==> config.mk <==
export PLATFORM = sky130hd
export DESIGN_NAME = etr_core
export DESIGN_NICKNAME = d
export VERILOG_FILES = /design/src/etr_pkg.sv /design/src/etr_limit_if.sv /design/src/etr_limit_drv.sv /design/src/etr_core.sv
export VERILOG_INCLUDE_DIRS = /design/src /design/src/src
export SDC_FILE = /design/constraint.sdc
export NUM_CORES = 1
export LEC_CHECK = 0
export BUFFER_PORTS_ARGS = -buffer_cell sky130_fd_sc_hd__clkbuf_2
export CAP_MARGIN = 5
export CORE_ASPECT_RATIO = 0.6
export CORE_UTILIZATION = 40
export CTS_CLUSTER_SIZE = 40
export DETAILED_ROUTE_END_ITERATION = 16
export GPL_TIMING_DRIVEN = 0
export HOLD_SLACK_MARGIN = 0.02
export SLEW_MARGIN = 20
export SYNTH_ARGS = -nofsm -noshare
export SYNTH_HDL_FRONTEND = slang
export SYNTH_SLANG_ARGS = --single-unit
export TNS_END_PERCENT = 30
==> constraint.sdc <==
create_clock -name core_clk -period 19.2 [get_ports core_clk]
set_clock_uncertainty 0.05 [all_clocks]
set_input_delay 3.84 -clock core_clk [delete_from_list [all_inputs] [get_ports core_clk]]
set_output_delay 3.84 -clock core_clk [all_outputs]
set_load 0.02 [all_outputs]
==> src/etr_defines.svh <==
// Constants for the elapsed time recorder core.
// Assumes a 100 MHz core clock and APB register access.
`ifndef ETR_DEFINES_SVH
`define ETR_DEFINES_SVH
`define ETR_OFF_CONFIG 8'h00
`define ETR_OFF_TRIP 8'h04
`define ETR_OFF_TOTAL 8'h08
`define ETR_OFF_EVENTS 8'h0C
`define ETR_OFF_ELAPSED 8'h10
`define ETR_OFF_USER0 8'h14
`define ETR_OFF_USER1 8'h18
`define ETR_OFF_USER2 8'h1C
`define ETR_OFF_STATUS 8'h20
`define ETR_OFF_CLEAR 8'h24
`define ETR_OFF_CFG_LOCK 8'h28
`define ETR_OFF_MEM_LOCK 8'h2C
`define ETR_CMD_CLEAR 32'h0000_0055
`define ETR_CMD_CFG_LOCK 32'h0000_00AA
`define ETR_CMD_MEM_LOCK 32'h0000_00F0
`define ETR_CFG_SEL 7
`define ETR_CFG_PULSE 3
`define ETR_CFG_CLR_EN 2
`define ETR_CFG_POL 1
`define ETR_CFG_RST 8'h00
`define ETR_CLK_HZ 100000000
`define ETR_QTR_MS 250
`define ETR_QTR_CYC (`ETR_CLK_HZ / 1000 * `ETR_QTR_MS)
`define ETR_BUSY_MS 200
`define ETR_BUSY_CYC (`ETR_CLK_HZ / 1000 * `ETR_BUSY_MS)
`define ETR_GLITCH_CYC 16
`define ETR_PULSE_CYC 8'h0A
`define ETR_PULSE_CNT 4
`endif

==> src/etr_pkg.sv <==
// Types shared by the elapsed time recorder modules.
// Assumes nothing beyond the defines header.
`default_nettype none
package etr_pkg;
  typedef enum logic [1:0] {
    ETR_IDLE = 2'b00,
    ETR_LOW = 2'b01,
    ETR_HIGH = 2'b10
  } etr_pulse_st_t;
endpackage : etr_pkg
`default_nettype wire

==> src/etr_limit_if.sv <==
// Interface between the core and the limit pin driver.
// Assumes both ends run on core_clk.
`default_nettype none
interface etr_limit_if;
  logic alarm;
  logic pulse_mode;
  logic polarity;
  logic pin_mode;
  logic pin_high;
  logic pin_out;
  modport core (output alarm, output pulse_mode, output polarity,
    output pin_mode, input pin_high, input pin_out);
  modport drv (input alarm, input pulse_mode, input polarity,
    input pin_mode, output pin_high, output pin_out);
endinterface : etr_limit_if
`default_nettype wire

==> src/etr_limit_drv.sv <==
// Limit pin driver: level or four-pulse alarm style.
// Assumes a synchronised pin level input.
`default_nettype none
`include "etr_defines.svh"
module etr_limit_drv
  import etr_pkg::*;
(
  // Clock and reset
  input wire logic core_clk,
  input wire logic rst,
  // Synchronised pin level
  input wire logic pin_sync,
  // Core side
  etr_limit_if.drv lim
);
  etr_pulse_st_t st, next_st;
  logic [7:0] tmr, next_tmr;
  logic [2:0] cnt, next_cnt;
  logic act_d, next_act_d;
  logic pin_d, next_pin_d;
  logic boot, next_boot;
  logic pout, next_pout;
  logic active;
  assign active = lim.alarm ^ lim.polarity;
  assign lim.pin_high = pin_sync;
  assign lim.pin_out = pout;

  always_comb begin
    next_st = st;
    next_tmr = tmr;
    next_cnt = cnt;
    next_act_d = active;
    next_pin_d = pin_sync;
    next_boot = 1'b0;
    next_pout = 1'b1;
    if (lim.pin_mode) begin
      next_st = ETR_IDLE;
    end else if (!lim.pulse_mode) begin
      next_st = ETR_IDLE;
      next_pout = !active;
    end else begin
      unique case (st)
        ETR_IDLE: begin
          // Start on power-up, alarm rise or external pull and release
          if (active && (boot || !act_d || (pin_sync && !pin_d))) begin
            next_st = ETR_LOW;
            next_tmr = `ETR_PULSE_CYC;
            next_cnt = 3'(`ETR_PULSE_CNT);
          end
        end
        ETR_LOW: begin
          next_tmr = tmr - 8'h01;
          if (tmr == 8'h01) begin
            next_st = ETR_HIGH;
            next_tmr = `ETR_PULSE_CYC;
            next_cnt = cnt - 3'h1;
          end
        end
        ETR_HIGH: begin
          next_tmr = tmr - 8'h01;
          if (tmr == 8'h01) begin
            next_st = (cnt == 3'h0) ? ETR_IDLE : ETR_LOW;
            next_tmr = `ETR_PULSE_CYC;
          end
        end
        default: next_st = ETR_IDLE;
      endcase
      if (next_st == ETR_LOW) next_pout = 1'b0;
    end
  end

  always_ff @(posedge core_clk or posedge rst) begin
    if (rst) begin
      st <= ETR_IDLE;
      tmr <= 8'h00;
      cnt <= 3'h0;
      act_d <= 1'b0;
      pin_d <= 1'b1;
      boot <= 1'b1;
      pout <= 1'b1;
    end else begin
      st <= next_st;
      tmr <= next_tmr;
      cnt <= next_cnt;
      act_d <= next_act_d;
      pin_d <= next_pin_d;
      boot <= next_boot;
      pout <= next_pout;
    end
  end

  AST_LEVEL_LOW: assert property (@(posedge core_clk) disable iff (rst)
    (!lim.pin_mode && !lim.pulse_mode && active) |=> !pout)
    else $error("Level style limit not low while alarm active");
  AST_PULSE_FOUR: assert property (@(posedge core_clk)
    disable iff (rst)
    (st == ETR_IDLE && next_st == ETR_LOW) |=> (cnt == 3'h4 && !pout))
    else $error("Pulse burst did not start with four pulses");
endmodule : etr_limit_drv
`default_nettype wire

==> src/etr_core.sv <==
// Elapsed time recorder core with APB registers.
// Assumes event and limit pins are asynchronous to core_clk.
//
// Behaviour
// - Event start loads total into elapsed counter
// - Count quarter seconds while event active
// - Event end bumps events, stores total
// - Alarm only with nonzero trip, select zero
// - Limit asserts at or above trip, polarity
// - Pulse style drives four low pulses
// - Level style holds limit low while alarm
// - Clear needs enable or select with pin high
// - Two lock commands lock config and trip
// - Locked config still clears counters when enabled
// - Two memory commands set permanent memory lock
// - Memory lock refuses user byte writes
// - Unlocked config: config, trip and unlocked user memory writable
// - Both locks leave only clear, event, pin
// - Glitch filter on event input
// - Bus refused 200 ms after event change
// - Select one makes limit pin clear enable
//
// Our own choices: the address map and the APB register port.
`default_nettype none
`include "etr_defines.svh"
module etr_core
  import etr_pkg::*;
#(
  parameter int QTR_CYC = `ETR_QTR_CYC,
  parameter int BUSY_CYC = `ETR_BUSY_CYC
) (
  // Clock and reset
  input wire logic core_clk,
  input wire logic rst,
  // APB slave
  input wire logic psel,
  input wire logic penable,
  input wire logic pwrite,
  input wire logic [7:0] paddr,
  input wire logic [31:0] pwdata,
  output logic [31:0] prdata,
  output logic pready,
  output logic pslverr,
  // Pins
  input wire logic event_pin,
  input wire logic limit_pin_in,
  output logic limit_pin_out,
  output logic limit_pin_oe_n
);
  // Synchronisers
  logic ev_s1, ev_s2, pin_s1, pin_s2;
  always_ff @(posedge core_clk or posedge rst) begin
    if (rst) begin
      ev_s1 <= 1'b0;
      ev_s2 <= 1'b0;
      pin_s1 <= 1'b1;
      pin_s2 <= 1'b1;
    end else begin
      ev_s1 <= event_pin;
      ev_s2 <= ev_s1;
      pin_s1 <= limit_pin_in;
      pin_s2 <= pin_s1;
    end
  end

  // State
  logic [7:0] config_reg, next_config_reg;
  logic [31:0] trip, next_trip;
  logic [31:0] total, next_total;
  logic [16:0] events, next_events;
  logic [31:0] elapsed_counter, next_elapsed_counter;
  logic [7:0] user_mem [0:9];
  logic [7:0] next_user_mem [0:9];
  logic config_lock_flag, next_config_lock_flag;
  logic mem_lock, next_mem_lock;
  logic cfg_arm, next_cfg_arm;
  logic mem_arm, next_mem_arm;
  logic [4:0] filt_cnt, next_filt_cnt;
  logic ev_f, next_ev_f;
  logic [31:0] qtr_cnt, next_qtr_cnt;
  logic qtr_tick, next_qtr_tick;
  logic [31:0] busy_cnt, next_busy_cnt;
  logic alarm, next_alarm;
  logic [31:0] prdata_r, next_prdata_r;
  logic pready_r, next_pready_r;
  logic pslverr_r, next_pslverr_r;

  logic limit_or_clear_select, pulse_style_select, clr_en, polarity;
  assign limit_or_clear_select = config_reg[`ETR_CFG_SEL];
  assign pulse_style_select = config_reg[`ETR_CFG_PULSE];
  assign clr_en = config_reg[`ETR_CFG_CLR_EN];
  assign polarity = config_reg[`ETR_CFG_POL];

  etr_limit_if lim();
  assign lim.alarm = alarm;
  assign lim.pulse_mode = pulse_style_select;
  assign lim.polarity = polarity;
  assign lim.pin_mode = limit_or_clear_select;

  etr_limit_drv u_drv (
    .core_clk(core_clk),
    .rst(rst),
    .pin_sync(pin_s2),
    .lim(lim)
  );

  logic acc, wr, busy;
  // Filter takes a new event level this cycle
  logic ev_take;
  assign ev_take = ev_s2 != ev_f && filt_cnt == 5'(`ETR_GLITCH_CYC);
  logic [3:0] ui;
  assign busy = busy_cnt != 32'h0000_0000;
  assign acc = psel && penable && !pready_r;
  assign wr = acc && pwrite && !busy;
  assign ui = 4'(paddr - `ETR_OFF_USER0);

  always_comb begin
    next_config_reg = config_reg;
    next_trip = trip;
    next_total = total;
    next_events = events;
    next_elapsed_counter = elapsed_counter;
    for (int i = 0; i < 10; i++) next_user_mem[i] = user_mem[i];
    next_config_lock_flag = config_lock_flag;
    next_mem_lock = mem_lock;
    next_cfg_arm = cfg_arm;
    next_mem_arm = mem_arm;
    next_filt_cnt = filt_cnt;
    next_ev_f = ev_f;
    next_qtr_tick = 1'b0;
    next_qtr_cnt = qtr_cnt;
    next_busy_cnt = busy ? busy_cnt - 32'h0000_0001 : busy_cnt;
    next_prdata_r = 32'h0000_0000;
    next_pready_r = acc;
    next_pslverr_r = acc && busy;
    // Glitch filter: level must hold before it is accepted
    if (ev_s2 == ev_f) begin
      next_filt_cnt = 5'h00;
    end else if (filt_cnt == 5'(`ETR_GLITCH_CYC)) begin
      next_ev_f = ev_s2;
      next_filt_cnt = 5'h00;
      next_busy_cnt = 32'(BUSY_CYC);
      if (ev_s2) begin
        next_elapsed_counter = total;
      end else begin
        next_total = elapsed_counter;
        next_events = events + 17'h0_0001;
      end
    end else begin
      next_filt_cnt = filt_cnt + 5'h01;
    end
    // Quarter second prescaler, runs only during an event
    if (!ev_f) begin
      next_qtr_cnt = 32'h0000_0000;
    end else if (qtr_cnt == 32'(QTR_CYC - 1)) begin
      next_qtr_cnt = 32'h0000_0000;
      next_qtr_tick = 1'b1;
    end else begin
      next_qtr_cnt = qtr_cnt + 32'h0000_0001;
    end
    if (qtr_tick && ev_f) begin
      next_elapsed_counter = elapsed_counter + 32'h0000_0001;
    end
    next_alarm = trip != 32'h0000_0000 && !limit_or_clear_select
      && elapsed_counter >= trip;
    if (wr) begin
      unique case (paddr)
        `ETR_OFF_CONFIG: if (!config_lock_flag) begin
          next_config_reg = pwdata[7:0];
        end
        `ETR_OFF_TRIP: if (!config_lock_flag) next_trip = pwdata;
        `ETR_OFF_CLEAR: begin
          // An event edge taken this cycle loads or stores, clear is dropped
          if (pwdata == `ETR_CMD_CLEAR && !ev_take && (clr_en ||
              (limit_or_clear_select && pin_s2))) begin
            next_total = 32'h0000_0000;
            next_elapsed_counter = 32'h0000_0000;
            next_events = 17'h0_0000;
          end
        end
        `ETR_OFF_CFG_LOCK: if (pwdata == `ETR_CMD_CFG_LOCK) begin
          next_cfg_arm = 1'b1;
          if (cfg_arm) next_config_lock_flag = 1'b1;
        end
        `ETR_OFF_MEM_LOCK: if (pwdata == `ETR_CMD_MEM_LOCK) begin
          next_mem_arm = 1'b1;
          if (mem_arm) next_mem_lock = 1'b1;
        end
        `ETR_OFF_USER0, `ETR_OFF_USER1, `ETR_OFF_USER2: begin
          for (int b = 0; b < 4; b++) begin
            if (!mem_lock && int'(ui) + b < 10) begin
              next_user_mem[int'(ui) + b] = pwdata[8*b +: 8];
            end
          end
        end
        default: ;
      endcase
    end
    if (acc && !pwrite && !busy) begin
      unique case (paddr)
        `ETR_OFF_CONFIG: next_prdata_r = {24'h00_0000, config_reg[7:6],
          config_lock_flag, mem_lock, config_reg[3:0]};
        `ETR_OFF_TRIP: next_prdata_r = trip;
        `ETR_OFF_TOTAL: next_prdata_r = total;
        `ETR_OFF_EVENTS: next_prdata_r = {15'h0000, events};
        `ETR_OFF_ELAPSED: next_prdata_r = elapsed_counter;
        `ETR_OFF_USER0, `ETR_OFF_USER1, `ETR_OFF_USER2: begin
          for (int b = 0; b < 4; b++) begin
            if (int'(ui) + b < 10) begin
              next_prdata_r[8*b +: 8] = user_mem[int'(ui) + b];
            end
          end
        end
        `ETR_OFF_STATUS: next_prdata_r = {27'h000_0000, busy, ev_f,
          lim.pin_high, lim.pin_out, alarm};
        default: ;
      endcase
    end
  end

  always_ff @(posedge core_clk or posedge rst) begin
    if (rst) begin
      config_reg <= `ETR_CFG_RST;
      trip <= 32'h0000_0000;
      total <= 32'h0000_0000;
      events <= 17'h0_0000;
      elapsed_counter <= 32'h0000_0000;
      for (int i = 0; i < 10; i++) user_mem[i] <= 8'h00;
      config_lock_flag <= 1'b0;
      mem_lock <= 1'b0;
      cfg_arm <= 1'b0;
      mem_arm <= 1'b0;
      filt_cnt <= 5'h00;
      ev_f <= 1'b0;
      qtr_cnt <= 32'h0000_0000;
      qtr_tick <= 1'b0;
      busy_cnt <= 32'h0000_0000;
      alarm <= 1'b0;
      prdata_r <= 32'h0000_0000;
      pready_r <= 1'b0;
      pslverr_r <= 1'b0;
    end else begin
      config_reg <= next_config_reg;
      trip <= next_trip;
      total <= next_total;
      events <= next_events;
      elapsed_counter <= next_elapsed_counter;
      for (int i = 0; i < 10; i++) user_mem[i] <= next_user_mem[i];
      config_lock_flag <= next_config_lock_flag;
      mem_lock <= next_mem_lock;
      cfg_arm <= next_cfg_arm;
      mem_arm <= next_mem_arm;
      filt_cnt <= next_filt_cnt;
      ev_f <= next_ev_f;
      qtr_cnt <= next_qtr_cnt;
      qtr_tick <= next_qtr_tick;
      busy_cnt <= next_busy_cnt;
      alarm <= next_alarm;
      prdata_r <= next_prdata_r;
      pready_r <= next_pready_r;
      pslverr_r <= next_pslverr_r;
    end
  end

  // Outputs from flops, limit_pin_out tied low; pin driven only while low is wanted
  logic oe_n_r, next_oe_n_r;
  always_comb begin
    next_oe_n_r = limit_or_clear_select || lim.pin_out;
  end
  always_ff @(posedge core_clk or posedge rst) begin
    if (rst) begin
      oe_n_r <= 1'b1;
    end else begin
      oe_n_r <= next_oe_n_r;
    end
  end
  assign prdata = prdata_r;
  assign pready = pready_r;
  assign pslverr = pslverr_r;
  assign limit_pin_out = 1'b0;
  assign limit_pin_oe_n = oe_n_r;

  AST_LOAD: assert property (@(posedge core_clk) disable iff (rst)
    (!ev_f && next_ev_f) |=> elapsed_counter == $past(total))
    else $error("Elapsed counter not loaded at event start");
  AST_STORE: assert property (@(posedge core_clk) disable iff (rst)
    (ev_f && !next_ev_f) |=>
      (total == $past(elapsed_counter) && events == $past(events) + 17'h1))
    else $error("Event end did not store total");
  AST_COUNT: assert property (@(posedge core_clk) disable iff (rst)
    (qtr_tick && ev_f && next_ev_f && !wr) |=>
      elapsed_counter == $past(elapsed_counter) + 32'h1)
    else $error("Elapsed counter missed a tick");
  AST_ALARM_EN: assert property (@(posedge core_clk) disable iff (rst)
    (trip == 32'h0 || limit_or_clear_select) |=> !alarm)
    else $error("Alarm without trip or with select set");
  AST_CFG_LOCK: assert property (@(posedge core_clk) disable iff (rst)
    config_lock_flag |=> $stable(trip) && $stable(config_reg))
    else $error("Locked configuration changed");
  AST_MEM_STICKY: assert property (@(posedge core_clk)
    disable iff (rst) mem_lock |=> mem_lock)
    else $error("Memory lock cleared");
  AST_BUSY: assert property (@(posedge core_clk) disable iff (rst)
    (ev_f != $past(ev_f)) |-> busy)
    else $error("Bus not refused after event change");
  AST_CLEAR: assert property (@(posedge core_clk) disable iff (rst)
    (wr && paddr == `ETR_OFF_CLEAR && !clr_en && !limit_or_clear_select
      && !(ev_f && !next_ev_f)) |=> total == $past(total))
    else $error("Clear accepted while disabled");
  // Bus refusal, tick, clear, lock and pin checks
  AST_REFUSE: assert property (@(posedge core_clk) disable iff (rst)
    (acc && busy) |=> (pslverr_r && prdata_r == 32'h0000_0000))
    else $error("Busy bus access not refused");
  AST_TICK_ONE: assert property (@(posedge core_clk) disable iff (rst)
    qtr_tick |=> !qtr_tick)
    else $error("Quarter second tick longer than one cycle");
  AST_CLR_DONE: assert property (@(posedge core_clk) disable iff (rst)
    (wr && paddr == `ETR_OFF_CLEAR && pwdata == `ETR_CMD_CLEAR && clr_en
      && !ev_take) |=> (total == 32'h0000_0000 && events == 17'h0_0000))
    else $error("Enabled clear did not zero the counters");
  AST_CFG_SET: assert property (@(posedge core_clk) disable iff (rst)
    (wr && paddr == `ETR_OFF_CFG_LOCK && pwdata == `ETR_CMD_CFG_LOCK
      && cfg_arm) |=> config_lock_flag)
    else $error("Second lock command did not lock configuration");
  AST_CFG_ONCE: assert property (@(posedge core_clk) disable iff (rst)
    !cfg_arm |=> !config_lock_flag)
    else $error("Configuration locked by a single command");
  AST_MEM_SET: assert property (@(posedge core_clk) disable iff (rst)
    (wr && paddr == `ETR_OFF_MEM_LOCK && pwdata == `ETR_CMD_MEM_LOCK
      && mem_arm) |=> mem_lock)
    else $error("Second memory command did not lock memory");
  AST_MEM_ONCE: assert property (@(posedge core_clk) disable iff (rst)
    !mem_arm |=> !mem_lock)
    else $error("Memory locked by a single command");
  AST_USER_RO: assert property (@(posedge core_clk) disable iff (rst)
    mem_lock |=> (user_mem[0] == $past(user_mem[0])
      && user_mem[8] == $past(user_mem[8])
      && user_mem[9] == $past(user_mem[9])))
    else $error("Locked user memory changed");
  AST_PIN_SEL: assert property (@(posedge core_clk) disable iff (rst)
    limit_or_clear_select |=> oe_n_r)
    else $error("Limit pin driven while used as clear enable");
endmodule : etr_core
`default_nettype wire

==> metrics.txt <==
DRT Wirelength=104000 µm; Worst slew margin=8.70%; RSZ-0062 raised after global routing=false; critical path data arrival time=10.37 ns; Worst-Skew Late Latency=0.59 ns; initial antenna violation count=1; Worst path max stage delay=0.94 ns; Post-DRT Antenna Nets=0; FF+latch count, synth=331; type of the worst min-delay path=flop to flop; status=completed; routability congestion estimate=1.12; max-cap violations=0; ys flop type=dfrtp_1; sequential-to-total area share from yosys stat=37.5%; Sink Count=331; P_leak=10.3 nW; number of flops mapped to enable cells by yosys=0; Power Density=72.3 nW/µm²; Top reg by flops=user_mem; crit end category=flop; Tightest Pin Transition=1.37 ns; hold path depth=0; Area growth syn-to-layout=12.1%; CTS Root Buffer Type=clkbuf_16; final net count=2749; Syn Std Cell Area=22100 µm²; Pins Over Slew Limit=0; die area=56200 µm²; CTS tree=yes; die width=305 µm; post-route design area=24800 µm²; Post-CTS Setup Repair Bufs=0; worst reg-to-reg setup slack=15.31 ns; I/O pins=83; reg2reg start=mem_lock$_DFFE_PP0P_; Max Freq=100 MHz; Pre-antenna DRT Iters=10; CTS buffer count=37; Req. time, crit path=19.57 ns; Initial Util=40.7%; Hold Fails Final Rpt=0; critical path's slowest cell=nand4_1; first-pass GRT wire length=147000 µm; Top delay family on crit path=buffers and inverters; synth warn=0; Rows=66; vias=22600; layout cell share with drive strength beyond 1=10.5%; clk slew on worst S/H paths=0.06 ns; Worst Path Buf+Inv=7; vias in the first global route=20500; r2r worst-path depth=9; Avg Inst Size Synth=8.79 µm²; Clock Path Buffers=3; H-tree depth=2; post_cts resized=0; core area=54300 µm²; cts hold-fix bufs=0; startpoint types=input pin; Hold Path Sink=pin_s2$_DFF_PP1_; asr flop ratio synth=100%; I/O Buffers=81; drt initial violations=3702; crit path kind=input pin to flop; TNS Setup=0 ns; drt wl/cell=30.6 µm; Tmin final=10.00 ns; DR vias/cell=6.68; period utilization=52.1%; HPWL after detailed placement=78800 µm; total power=1.79 mW; crit-path cells=clkbuf_2, clkbuf_1, buf_1, clkbuf_1, inv_1, ha_1, clkbuf_1, buf_1, nand4_1, o31ai_1, a21oi_1, a211oi_1, o31ai_1; cells after synthesis=2513; grt total ovfl=0; DRC violations left=0; VDD IR max=0.0000628 V; Placed Area=23600 µm²; R2R Path End=user_mem[47]$_DFFE_PP0P_; post-layout util=45.6%; crit-path max FO=10; Worst Hold Launch=pin_s1$_DFF_PP1_; largest net degree at the start of global routing=106; die height=184 µm; crit-path most repeated cell=clkbuf_1; max FFs per register=80; final setup fails=0; number of fill cells=5317; post-synth cell types=74; GRT Util Overall=36.3%
cells in the mapped netlist (4+ instances only):
library cell,number,area (µm²)
a211oi_1,121,908
a21o_1,13,97.6
a21oi_1,123,616
a221oi_1,10,87.6
a222oi_1,14,140
a22o_1,22,193
a22oi_1,29,218
a31oi_1,33,206
and2_1,19,119
and3_1,30,188
and3b_1,5,43.8
and4_1,9,78.8
buf_1,22,82.6
buf_2,14,70.1
buf_4,9,67.6
clkbuf_1,154,578
dfrtp_1,325,8130
dfstp_2,6,158
ha_1,61,763
inv_1,64,240
mux2_2,18,203
mux2i_1,133,1330
mux4_2,56,1260
nand2_1,355,1330
nand2b_1,13,81.3
nand3_1,88,440
nand4_1,40,250
nor2_1,214,803
nor2b_1,12,75.1
nor3_1,84,420
nor3b_1,7,52.6
nor4_1,33,206
nor4b_1,4,35.0
o211ai_1,4,30.0
o21a_1,4,30.0
o21ai_0,112,561
o21bai_1,5,37.5
o22a_1,9,78.8
o22ai_1,34,213
o31ai_1,66,495
or3_1,13,81.3
or4_1,7,52.6
xnor2_1,33,289
xor2_1,43,377
report_power, final:
part | switching (mW) | internal [mW]
sequential | 0.0349 | 0.730
combinational | 0.201 | 0.0909
clock | 0.335 | 0.400
metrics by stage:
stage / std cells / setup WS [ns] / hold WS, ns
final: 3380 / 9.20 / 0.309
after global routing: 3380 / 9.23 / 0.314
after CTS: 3378 / 9.72 / 0.312
after detailed placement: 3315 / 9.12 / 0.297
after global placement: 3309 / 1.96 / 0.291
after floorplan: 2514 / 6.15 / 0.281
layout by cell type, fill, tap and decap left out, types with 30 or more instances in the layout:
master	netlist	final
a211oi_1	121	121
a21oi_1	123	123
a31oi_1	33	33
and3_1	30	30
clkbuf_1	154	152
clkbuf_16	0	37
clkbuf_2	0	88
dfrtp_1	325	325
ha_1	61	61
inv_1	64	63
mux2i_1	133	133
mux4_2	56	56
nand2_1	355	355
nand3_1	88	88
nand4_1	40	40
nor2_1	214	213
nor3_1	84	83
nor4_1	33	30
o21ai_0	112	112
o22ai_1	34	34
o31ai_1	66	66
xnor2_1	33	33
xor2_1	43	41
layer usage:
layer	part of all wire, %	global-route usage, %	wire length [µm]
met4	2.5	8.34	2620
met2	35	43.4	36300
met3	18	21.4	19000
met1	44	53.4	45700
met5	0	0	0
logic make-up (layout without fill, tap and decap cells):
| logic type | Yosys count | after routing | share of synthesized area, % |
|---|---|---|---|
| AO/OA/AOI/OAI | 625 | 625 | 18.8 |
| XOR/XNOR | 76 | 76 | 3.01 |
| adder cells (fa/ha/maj) | 61 | 61 | 3.45 |
| buffers and inverters | 264 | 415 | 4.72 |
| flip-flops | 331 | 331 | 37.5 |
| multiplexers | 207 | 207 | 12.6 |
| other | 1 | 3 | 0.0170 |
| AND/OR/NAND/NOR | 948 | 948 | 19.9 |
worst max path at each step:
stage,startpoint,end,slack (ns),cells after the start
floorplan,rst,alarm$_DFF_PP0_,6.15,1
detailed placement,paddr[1],user_mem[72]$_DFFE_PP0P_,9.12,13
global placement,rst,u_drv.tmr[4]$_DFFE_PP0P_,1.96,2
CTS,paddr[1],user_mem[72]$_DFFE_PP0P_,9.72,13
global route,paddr[1],user_mem[72]$_DFFE_PP0P_,9.23,13
finish,paddr[1],user_mem[72]$_DFFE_PP0P_,9.20,13
layout make-up:
| class | instances | area, µm² | area share [%] |
|---|---|---|---|
| buffer | 199 | 807 | 3.26 |
| tap | 714 | 893 | 3.61 |
| clock buffer | 45 | 996 | 4.02 |
| sequential | 331 | 8290 | 33.5 |
| inverter | 65 | 251 | 1.01 |
| clock inverter | 18 | 183 | 0.737 |
| timing repair buffer | 88 | 529 | 2.14 |
| multi-input combinational | 1919 | 12800 | 51.8 |
| antenna | 1 | 2.50 | 0.0101 |
No activity file was read; power rests on OpenSTA's default activity.
